[src/mba_pkg.sv]
package mba_pkg;

    // ****************************************************
    // register map (byte addresses on apb)
    // ****************************************************
    localparam logic [7:0] ADDR_CIRC_CTRL = 8'h00;
    localparam logic [7:0] ADDR_REV_CTRL = 8'h04;
    localparam logic [7:0] ADDR_XMOD_START = 8'h08;
    localparam logic [7:0] ADDR_XMOD_END = 8'h0c;
    localparam logic [7:0] ADDR_YMOD_START = 8'h10;
    localparam logic [7:0] ADDR_YMOD_END = 8'h14;
    localparam logic [7:0] ADDR_STATUS = 8'h18;

    // ****************************************************
    // fields
    // ****************************************************
    localparam int XMOD_EN_BIT = 15;
    localparam int YMOD_EN_BIT = 14;
    localparam int REV_SEL_LSB = 8;
    localparam int XMOD_SEL_LSB = 0;
    localparam int YMOD_SEL_LSB = 4;
    localparam int REV_EN_BIT = 15;
    localparam int REV_MOD_W = 15;
    localparam logic [3:0] STACK_PTR_SEL = 4'hf;
    localparam logic [15:0] CIRC_CTRL_RESET = 16'h0000;
    localparam logic [15:0] REV_CTRL_RESET = 16'h0000;
    localparam logic [15:0] ADDR_RESET = 16'h0000;

    // ****************************************************
    // addressing modes of one access
    // ****************************************************
    typedef enum logic [2:0] {
        MBA_AM_DIRECT,
        MBA_AM_POST_INC,
        MBA_AM_POST_DEC,
        MBA_AM_PRE_INC,
        MBA_AM_PRE_DEC,
        MBA_AM_OFFSET
    } mba_amode_e;

endpackage

[src/mba_agu.sv]
// The implementer's own choices: the placing of the registers and register access over APB.
`timescale 1ns/1ps

// Behaviour
// - circular correction may use any working register as pointer
// - wrap check uses greater-than and less-than, not equality
// - corrected address written back only for pre or post modify
// - register plus offset mode corrects address but keeps pointer
// - bit reversal only in x write generator, only for writes
// - pointer and modifier both bit reversed for the add, then reversed back; pointer kept in normal order
// - reversal needs select not 15, enable set, pre/post increment
// - reverse modifier is 15-bit field of reverse control register
// - reversal assumes words: lsb forced zero, modifier scaled
// - byte writes and other modes get normal addresses
// - reversal adds modifier and ignores the mode's own increment
// - reversal wins over circular in write path; read keeps it
module mba_agu
    import mba_pkg::*;
#(
    parameter int NREG = 16
) (
    input wire logic clk_sys,
    input wire logic rst_n,
    input wire logic psel,
    input wire logic penable,
    input wire logic pwrite,
    input wire logic [7:0] paddr,
    input wire logic [31:0] pwdata,
    output logic [31:0] prdata,
    output logic pready,
    output logic pslverr,
    input wire logic rd_req,
    input wire logic [3:0] rd_reg,
    input wire mba_amode_e rd_mode,
    input wire logic [15:0] rd_ptr,
    input wire logic [15:0] rd_ofs,
    input wire logic rd_byte,
    input wire logic wr_req,
    input wire logic [3:0] wr_reg,
    input wire mba_amode_e wr_mode,
    input wire logic [15:0] wr_ptr,
    input wire logic [15:0] wr_ofs,
    input wire logic wr_byte,
    output logic rd_ea_valid,
    output logic [15:0] rd_ea,
    output logic rd_wb,
    output logic [3:0] rd_wb_reg,
    output logic [15:0] rd_wb_val,
    output logic wr_ea_valid,
    output logic [15:0] wr_ea,
    output logic wr_wb,
    output logic [3:0] wr_wb_reg,
    output logic [15:0] wr_wb_val,
    output logic wr_rev_used
);

    // ****************************************************
    // helpers
    // ****************************************************
    typedef struct packed {
        logic [15:0] ea;
        logic [15:0] wb;
        logic wbe;
    } mba_res_s;

    function automatic logic [15:0] rev16(input logic [15:0] v);
        logic [15:0] r;
        r = '0;
        for (int i = 0; i < 16; i++) begin
            r[i] = v[15 - i];
        end
        return r;
    endfunction

    // reverse-carry add: reverse both, add, reverse back
    function automatic logic [15:0] rev_add(
        input logic [15:0] p,
        input logic [15:0] m
    );
        logic [15:0] s;
        s = rev16(p) + rev16(m);
        return rev16(s);
    endfunction

    // circular correction with inequality bounds
    function automatic logic [15:0] wrap(
        input logic [15:0] a,
        input logic [15:0] lo,
        input logic [15:0] hi,
        input logic dec
    );
        logic [15:0] len;
        len = 16'(hi - lo + 16'h0001);
        if (!dec && a > hi) begin
            return 16'(a - len);
        end else if (dec && a < lo) begin
            return 16'(a + len);
        end
        return a;
    endfunction

    // one address generation
    function automatic mba_res_s gen(
        input mba_amode_e md,
        input logic [15:0] p,
        input logic [15:0] o,
        input logic byt,
        input logic circ,
        input logic [15:0] lo,
        input logic [15:0] hi,
        input logic rev,
        input logic [14:0] rmod
    );
        mba_res_s r;
        logic [15:0] step;
        logic [15:0] nxt;
        logic [15:0] m;
        logic dec;
        r = '0;
        nxt = '0;
        step = byt ? 16'h0001 : 16'h0002;
        dec = (md == MBA_AM_POST_DEC) || (md == MBA_AM_PRE_DEC);
        m = {rmod, 1'b0}; // modifier scaled to bytes
        unique case (md)
            MBA_AM_DIRECT: begin
                r.ea = p;
            end
            MBA_AM_OFFSET: begin
                r.ea = 16'(p + o);
                if (circ) begin
                    r.ea = wrap(r.ea, lo, hi, 1'b0);
                end
            end
            default: begin
                if (rev) begin
                    // normal-order pointer and modifier; rev_add reverses both
                    nxt = rev_add(p, m);
                    nxt[0] = 1'b0;
                end else begin
                    nxt = dec ? 16'(p - step) : 16'(p + step);
                    if (circ) begin
                        nxt = wrap(nxt, lo, hi, dec);
                    end
                end
                if (md == MBA_AM_PRE_INC || md == MBA_AM_PRE_DEC) begin
                    r.ea = nxt;
                end else begin
                    r.ea = p;
                end
                if (rev) begin
                    r.ea[0] = 1'b0;
                end
                r.wb = nxt;
                r.wbe = 1'b1;
            end
        endcase
        return r;
    endfunction

    // ****************************************************
    // state
    // ****************************************************
    typedef struct packed {
        logic [15:0] circ_ctrl;
        logic [15:0] rev_ctrl;
        logic [15:0] xs;
        logic [15:0] xe;
        logic [15:0] ys;
        logic [15:0] ye;
        logic [31:0] prdata;
        logic pready;
        logic pslverr;
        logic rd_ea_valid;
        logic [15:0] rd_ea;
        logic rd_wb;
        logic [3:0] rd_wb_reg;
        logic [15:0] rd_wb_val;
        logic wr_ea_valid;
        logic [15:0] wr_ea;
        logic wr_wb;
        logic [3:0] wr_wb_reg;
        logic [15:0] wr_wb_val;
        logic wr_rev_used;
    } mba_state_s;

    mba_state_s st;
    mba_state_s next_st;

    logic rev_on;
    logic rd_circ;
    logic wr_circ;
    logic wr_rev;
    mba_res_s rres;
    mba_res_s wres;

    function automatic logic circ_hit(
        input logic [15:0] cc,
        input logic [3:0] rg
    );
        return (cc[XMOD_EN_BIT] && cc[XMOD_SEL_LSB +: 4] == rg) ||
            (cc[YMOD_EN_BIT] && cc[YMOD_SEL_LSB +: 4] == rg);
    endfunction

    function automatic logic [15:0] bound(
        input logic [15:0] cc,
        input logic [3:0] rg,
        input logic [15:0] xv,
        input logic [15:0] yv
    );
        return (cc[XMOD_EN_BIT] && cc[XMOD_SEL_LSB +: 4] == rg) ? xv : yv;
    endfunction

    // ****************************************************
    // next state
    // ****************************************************
    always_comb begin
        next_st = st;
        // enable only off the stack pointer
        rev_on = st.rev_ctrl[REV_EN_BIT] &&
            (st.circ_ctrl[REV_SEL_LSB +: 4] != STACK_PTR_SEL);
        wr_rev = rev_on && !wr_byte &&
            (wr_reg == st.circ_ctrl[REV_SEL_LSB +: 4]) &&
            (wr_mode == MBA_AM_PRE_INC ||
             wr_mode == MBA_AM_POST_INC);
        rd_circ = circ_hit(st.circ_ctrl, rd_reg);
        wr_circ = circ_hit(st.circ_ctrl, wr_reg) && !wr_rev;
        // read path never reverses
        rres = gen(rd_mode, rd_ptr, rd_ofs, rd_byte, rd_circ,
            bound(st.circ_ctrl, rd_reg, st.xs, st.ys),
            bound(st.circ_ctrl, rd_reg, st.xe, st.ye),
            1'b0, st.rev_ctrl[REV_MOD_W-1:0]);
        wres = gen(wr_mode, wr_ptr, wr_ofs, wr_byte, wr_circ,
            bound(st.circ_ctrl, wr_reg, st.xs, st.ys),
            bound(st.circ_ctrl, wr_reg, st.xe, st.ye),
            wr_rev, st.rev_ctrl[REV_MOD_W-1:0]);

        next_st.rd_ea_valid = rd_req;
        next_st.rd_ea = rres.ea;
        next_st.rd_wb = rd_req && rres.wbe;
        next_st.rd_wb_reg = rd_reg;
        next_st.rd_wb_val = rres.wb;
        next_st.wr_ea_valid = wr_req;
        next_st.wr_ea = wres.ea;
        next_st.wr_wb = wr_req && wres.wbe;
        next_st.wr_wb_reg = wr_reg;
        next_st.wr_wb_val = wres.wb;
        next_st.wr_rev_used = wr_req && wr_rev;

        // apb slave, one wait state
        next_st.pready = 1'b0;
        next_st.pslverr = 1'b0;
        if (psel && penable && !st.pready) begin
            next_st.pready = 1'b1;
            next_st.prdata = '0;
            unique case (paddr)
                ADDR_CIRC_CTRL: begin
                    next_st.prdata = {16'h0000, st.circ_ctrl};
                    if (pwrite) next_st.circ_ctrl = pwdata[15:0];
                end
                ADDR_REV_CTRL: begin
                    next_st.prdata = {16'h0000, st.rev_ctrl};
                    if (pwrite) next_st.rev_ctrl = pwdata[15:0];
                end
                ADDR_XMOD_START: begin
                    next_st.prdata = {16'h0000, st.xs};
                    if (pwrite) next_st.xs = pwdata[15:0];
                end
                ADDR_XMOD_END: begin
                    next_st.prdata = {16'h0000, st.xe};
                    if (pwrite) next_st.xe = pwdata[15:0];
                end
                ADDR_YMOD_START: begin
                    next_st.prdata = {16'h0000, st.ys};
                    if (pwrite) next_st.ys = pwdata[15:0];
                end
                ADDR_YMOD_END: begin
                    next_st.prdata = {16'h0000, st.ye};
                    if (pwrite) next_st.ye = pwdata[15:0];
                end
                ADDR_STATUS: begin
                    next_st.prdata = {29'h0000_0000, rev_on,
                        st.circ_ctrl[XMOD_EN_BIT] && !rev_on,
                        st.circ_ctrl[YMOD_EN_BIT]};
                    next_st.pslverr = pwrite;
                end
                default: begin
                    next_st.pslverr = 1'b1;
                end
            endcase
        end
    end

    always_ff @(posedge clk_sys) begin
        if (!rst_n) begin
            st <= '0;
            st.circ_ctrl <= CIRC_CTRL_RESET;
            st.rev_ctrl <= REV_CTRL_RESET;
            st.xs <= ADDR_RESET;
            st.xe <= ADDR_RESET;
            st.ys <= ADDR_RESET;
            st.ye <= ADDR_RESET;
        end else begin
            st <= next_st;
        end
    end

    assign prdata = st.prdata;
    assign pready = st.pready;
    assign pslverr = st.pslverr;
    assign rd_ea_valid = st.rd_ea_valid;
    assign rd_ea = st.rd_ea;
    assign rd_wb = st.rd_wb;
    assign rd_wb_reg = st.rd_wb_reg;
    assign rd_wb_val = st.rd_wb_val;
    assign wr_ea_valid = st.wr_ea_valid;
    assign wr_ea = st.wr_ea;
    assign wr_wb = st.wr_wb;
    assign wr_wb_reg = st.wr_wb_reg;
    assign wr_wb_val = st.wr_wb_val;
    assign wr_rev_used = st.wr_rev_used;

endmodule // mba_agu

[config.mk]
export PLATFORM = sky130hd
export DESIGN_NAME = mba_agu
export DESIGN_NICKNAME = d
export VERILOG_FILES = /design/src/mba_pkg.sv /design/src/mba_agu.sv
export SDC_FILE = /design/constraint.sdc
export NUM_CORES = 1
export LEC_CHECK = 0
export BUFFER_PORTS_ARGS = -buffer_cell sky130_fd_sc_hd__clkbuf_2
export CAP_MARGIN = 20
export CORE_MARGIN = 2
export CORE_UTILIZATION = 42
export DETAILED_ROUTE_END_ITERATION = 16
export GPL_ROUTABILITY_DRIVEN = 0
export GPL_TIMING_DRIVEN = 0
export PLACE_DENSITY_LB_ADDON = 0.2
export SYNTH_ARGS = -nofsm -noshare
export SYNTH_HDL_FRONTEND = slang
export SYNTH_SLANG_ARGS = --single-unit
[constraint.sdc]
create_clock -name clk_sys -period 12.7 [get_ports clk_sys]
set_input_delay 1.27 -clock clk_sys [delete_from_list [all_inputs] [get_ports clk_sys]]
set_output_delay 1.27 -clock clk_sys [all_outputs]
set_load 0.02 [all_outputs]
# Word level (Yosys, flattened, before mapping)
# Cells that the tools add are included.
# op_classes
addsub	17
n_lt_le_gt_ge	6
eq_ne	21
n_mux	48
bitwise	1
n_reduce_logical	47
# op_table
op	n
$mux W16	23
$pmux W16 S7	1
$sub A16 B16 Y16	6
$add A16 B16 Y16	4
$gt A16 B16 Y1	4
$pmux W16 S2	2
$add A16 B1 Y16 const B	2
$add A16 B2 Y16	2
$lt A16 B16 Y1	2
$sub A16 B2 Y16	2
$eq A8 B5 Y1 const B	3
$eq A4 B4 Y1	5
$logic_and A1 B1 Y1	19
$mux W1	18
$reduce_and A3 Y1	6
$eq A8 B4 Y1 const B	2
$add A15 B15 Y15	1
$eq A3 B2 Y1 const B	4
$eq A3 B3 Y1 const B	4
$eq A8 B3 Y1 const B	1
$logic_not A8 Y1	1
$logic_or A1 B1 Y1	7
$logic_not A1 Y1	6
$logic_not A3 Y1	2
other kinds (9)	13
# word_totals
ff_bits	191
wordCells	160

# Logic depth before layout (Yosys ltp)
# depth
depth_word	16
mapped_depth	35
ltp_nobuf	35

# Worst setup path before layout
# Ideal clock, no wire load.
# synth_path
path_type	input to register
from	in wr_mode[1]
to	reg st (netlist bit wr_ea[14])
arrival_time_ns	8.079
path_slack_ns	4.493
path_stages	34
path_cell_list	nand2b_1 a21oi_1 nand2_1 inv_1 ha_1 nor2b_1 o21ai_0 a21oi_1 nor4_1 o21bai_1 and3_1 nand3b_1 and3_1 or2_2 ha_1 nand4_1 nor3_1 o21a_1 nor3_1 a211oi_2 nor2_1 xor2_1 ha_1 nor2b_1 o21ai_0 a21oi_1 o21bai_1 a21oi_1 o41ai_1 mux2i_1 o21ai_0 o221ai_1 a222oi_1 nor2_1
# synth_between
elab_chain_len	15
# synth_lines
item	line_no	text
start: declaration	mba_agu.sv:40	input wire mba_amode_e wr_mode,
$eq A3 B2 Y1 / $eq A3 B3 Y1 (equally long branches)	mba_agu.sv:122, mba_agu.sv:145	
$logic_or A1 B1 Y1	mba_agu.sv:122	dec = (md == MBA_AM_POST_DEC) || (md == MBA_AM_PRE_DEC);
$mux W16	mba_agu.sv:140	nxt = dec ? 16'(p - step) : 16'(p + step);
$lt A16 B16 Y1	mba_agu.sv:96	end else if (dec && a < lo) begin
$logic_and A1 B1 Y1	mba_agu.sv:96	
$mux W1	mba_agu.sv:96	
$mux W1	mba_agu.sv:94	if (!dec && a > hi) begin
$mux W1	mba_agu.sv:141	if (circ) begin
$mux W1	mba_agu.sv:135	if (rev) begin
$mux W1	mba_agu.sv:124	unique case (md)
$mux W16	mba_agu.sv:99	return a;
$mux W16	mba_agu.sv:141	
$mux W16	mba_agu.sv:135	
$mux W16	mba_agu.sv:145	if (md == MBA_AM_PRE_INC || md == MBA_AM_PRE_DEC) begin
$pmux W16 S2 *	mba_agu.sv:124	
end signal: assignment	mba_agu.sv:303	st <= next_st;
end: declaration	mba_agu.sv:186	mba_state_s st;
# Every way passes the cells marked *; elsewhere a longest branch is shown, timed or not. The select of a mux whose other input is x is not followed.
# A chain may end at the register's enable or synchronous reset.

# Worst setup path in the final report
# layout_path
from	in rd_mode[2]
to	reg st (netlist bit rd_ea[15])
# layout_between
elab_chain_len	13
# layout_lines
item	line_no	text
start: declaration	mba_agu.sv:34	input wire mba_amode_e rd_mode,
$eq A3 B2 Y1 / $eq A3 B3 Y1 (equally long branches)	mba_agu.sv:122, mba_agu.sv:145	
$logic_or A1 B1 Y1	mba_agu.sv:122	
$mux W16	mba_agu.sv:140	
$lt A16 B16 Y1	mba_agu.sv:96	
$logic_and A1 B1 Y1	mba_agu.sv:96	
$mux W1	mba_agu.sv:96	
$mux W1	mba_agu.sv:94	
$mux W1	mba_agu.sv:141	
$mux W1	mba_agu.sv:124	
$mux W16	mba_agu.sv:99	
$mux W16	mba_agu.sv:141	
$mux W16	mba_agu.sv:145	
$pmux W16 S2 *	mba_agu.sv:124	
# Marks and branches as above.

==> metrics.txt <==
outcome=finished, final reports clean; crit path from=rd_mode[2]; Clock Skew=0.01703 ns; PortBufs=between 200 and 250; largest net degree at the start of global routing=21; worst relative slew slack=between 20% and 30%; dpl hpwl=roughly 60,000 um; Slew Limit Fails=0; hold_sp=st[129]; Post-synth EDFFs=0; CP max stage delay=roughly 0.54 ns; 1st-iter DRT viols=1,617; pwr/cell area=between 100 and 150 nW/um2; DR DRC count=0; Post-Synthesis Cells=2,572; Worst-path clk slew=~0.08 ns; WP data required=about 13 ns; Yosys reg bits=about 190; WL/cell=21.29 um; synthesized area=around 20,000 um2; Worst R2R Setup Slack=3.62 ns; DR vias=between 20k and 25k; pre-CTS setup slack=2.335 ns; Async SR Flop Fraction=0%; CP max-delay cell=o21ba_2; Skew-Pair Late Insertion Delay=approximately 0.47 ns; MaxCap Viol Count=0; startpoint types=input pin; WP depth=34; post-layout min period=between 10 and 15 ns; fraction of the yosys area taken by sequential cells=between 10% and 20%; WP data arrival=a little over 10 ns; FF-to-FF End=wr_ea[14]; vias in the first global route=~20k; DRT Pass-1 Iters=5; ys flop type=dfxtp_1; final WL=73,340 um; die footprint=a little under 50,000 um2; max reg flops=96; postcts setup bufs=0; crit path kind=input pin to flip-flop; endpoints failing setup=0; Reg2Reg Depth=26; Fill cells=a little under 5k; crit-path leading delay family=compound AO/OA/AOI/OAI gates; clock sink count=191; worst setup path end=rd_ea[15]; crit end category=flip-flop; TNS Setup=0 ns; most frequent CP cell=o21a_1; hold buffers post-CTS=0; DIE HEIGHT=between 200 and 250 um; type of the worst min-delay path=flip-flop to flip-flop; io pins=238; library cells used by synthesis=a little over 80; all-layer global routing usage=28.97%; layout cells sized above 1=between 10% and 20%; LEAKAGE=9.690 nW; Top reg by flops=st; Resized cells post-CTS=0; buffer levels on the longest clock path=2; Critical path buffers and inverters=3; Avg Inst Size Synth=a little under 8 um2; first-pass GRT wire length=111,500 um; die width=about 220 um; Ys Warns=0; root buf cell=clkbuf_16; CTS Buf Count=17; Reg-to-Reg Start=st[194]; Hold Vio Cnt, Final=0; fin crit share=between 70% and 80%; Initial Utilization=a little over two fifths; fmax=0.09959 GHz; num rows=80; core area=roughly 48,000 um2; Worst VDD drop=~0.091 mV; CTS tree=done; routed vias/inst=a little under 6; RSZ-0062 raised after global routing=no; H-tree depth=4; Slew @ Worst Pin=between 1 and 1.5 ns; initial antenna violation count=3; Final WS setup=around 2.7 ns; Crit Path Max Fanout=17; # nets final=3,243; total global routing overflow=0; Syn-to-layout area delta=12.34%; ANT nets after route=0
where the power goes:
| group | total, W | switching, W | internal, W |
|---|---|---|---|
| Clock | 0.000543 | 0.000280 | 0.000263 |
| Combinational | 0.00118 | 0.000689 | 0.000490 |
| Sequential | 0.000635 | 0.00000934 | 0.000626 |
placed cells by master, fill, tap and decap left out, drive strengths merged, types with 24 or more instances in the layout:
cell type | Yosys | routed
inv | 100 | 106
buf | 108 | 114
and2 | 33 | 33
a21o | 64 | 64
clkbuf | 76 | 296
nand2b | 29 | 29
nor2 | 176 | 176
mux2 | 33 | 33
ha | 290 | 290
a21oi | 259 | 259
a211oi | 39 | 39
dfxtp | 191 | 191
mux2i | 75 | 75
nor2b | 37 | 37
xor2 | 61 | 61
nand4 | 24 | 24
nand3 | 39 | 39
xnor2 | 123 | 123
o21a | 32 | 32
nor3 | 53 | 53
o21ai | 124 | 124
nand2 | 312 | 312
how the worst min path moves through the flow:
stage | slack (ns) | end | depth (start not counted)
floorplan | 0.44 | st[128] | 2
global placement | 0.44 | st[128] | 2
detailed placement | 0.45 | st[129] | 2
CTS | 0.46 | st[129] | 2
global route | 0.48 | st[204] | 2
finish | 0.46 | st[129] | 2
cell type report:
type                    count  area (um2)  share of cell area, %
diodes                      2       5.005                0.02213
plain buffers             184        1086                  4.802
clock buffers              17       425.4                  1.881
clock inverters            15       166.4                 0.7359
inverters                 101       379.1                  1.676
multi-input cells        2111       14900                  65.89
flip-flops and latches    191        3824                  16.91
well taps                 615       769.5                  3.403
repair buffers            209        1059                  4.681
cells by family after synthesis:
| family | Yosys count | synth area share (%) |
|---|---|---|
| AO/OA/AOI/OAI | 716 | 22.86 |
| multiplexers | 109 | 5.687 |
| flip-flops | 191 | 19.00 |
| XOR/XNOR | 184 | 8.006 |
| AND/OR/NAND/NOR | 785 | 18.03 |
| other | 1 | 0.01863 |
| adder cells (fa/ha/maj) | 301 | 19.12 |
| buffers and inverters | 285 | 7.279 |
layer usage:
layer / wire length, um / vias to the layer above / GRT usage, %
met5: 0 / - / 0
met2: 36220 / 750 / 51.63
li1: - / 9662 / -
met4: 4650 / 0 / 18.60
met1: 28640 / 9415 / 32.90
met3: 3830 / 220 / 3.227
synthesized netlist by cell type (7+ instances only):
| cell type | count | area (um2) |
|---|---|---|
| a211oi_1 | 36 | 270.3 |
| a21o_1 | 64 | 480.5 |
| a21oi_1 | 259 | 1296 |
| a221oi_1 | 10 | 87.58 |
| a222oi_1 | 15 | 150.1 |
| a22oi_1 | 21 | 157.7 |
| a31o_2 | 7 | 61.31 |
| a31oi_1 | 12 | 75.07 |
| a41oi_1 | 8 | 70.07 |
| and2_1 | 33 | 206.5 |
| and3_1 | 17 | 106.4 |
| buf_4 | 105 | 788.3 |
| clkbuf_1 | 76 | 285.3 |
| dfxtp_1 | 191 | 3824 |
| fa_1 | 11 | 220.2 |
| ha_1 | 290 | 3628 |
| inv_1 | 99 | 371.6 |
| mux2_2 | 33 | 371.6 |
| mux2i_1 | 75 | 750.7 |
| nand2_1 | 312 | 1171 |
| nand2b_1 | 29 | 181.4 |
| nand3_1 | 39 | 195.2 |
| nand4_1 | 24 | 150.1 |
| nor2_1 | 176 | 660.6 |
| nor2b_1 | 37 | 231.5 |
| nor3_1 | 52 | 260.3 |
| nor4_1 | 12 | 75.07 |
| o211ai_1 | 18 | 135.1 |
| o21a_1 | 32 | 240.2 |
| o21ai_0 | 121 | 605.6 |
| o21bai_1 | 15 | 112.6 |
| o22ai_1 | 9 | 56.30 |
| o31ai_1 | 18 | 135.1 |
| or2_2 | 7 | 43.79 |
| or3_1 | 23 | 143.9 |
| xnor2_1 | 123 | 1077 |
| xor2_1 | 61 | 534.3 |
metrics by stage:
step                      hold slack, ns  instance area (um2)  instances  utilization, %  power [W]
after floorplan                   0.4363                20190       2587               -   0.001502
after global placement            0.4429                21970       3405           46.21   0.001776
after detailed placement          0.4465                22000       3409           46.28   0.001803
after CTS                         0.4575                22600       3441           47.53   0.002344
after global routing              0.4786                22610       3443           47.55   0.002504
final                             0.4595                22610       3445           47.56   0.002357
worst reg2reg max path, delay by kind of cell, from the launching register on:
family | cells | cell delay, ns
adder cells (fa/ha/maj) | 2 | 0.54
AO/OA/AOI/OAI | 10 | 3.81
multiplexers | 2 | 0.74
flip-flops | 1 | 0.45
buffers and inverters | 2 | 1.26
XOR/XNOR | 2 | 0.34
AND/OR/NAND/NOR | 8 | 1.78
Note: power is estimated with default switching activity, not from simulation.
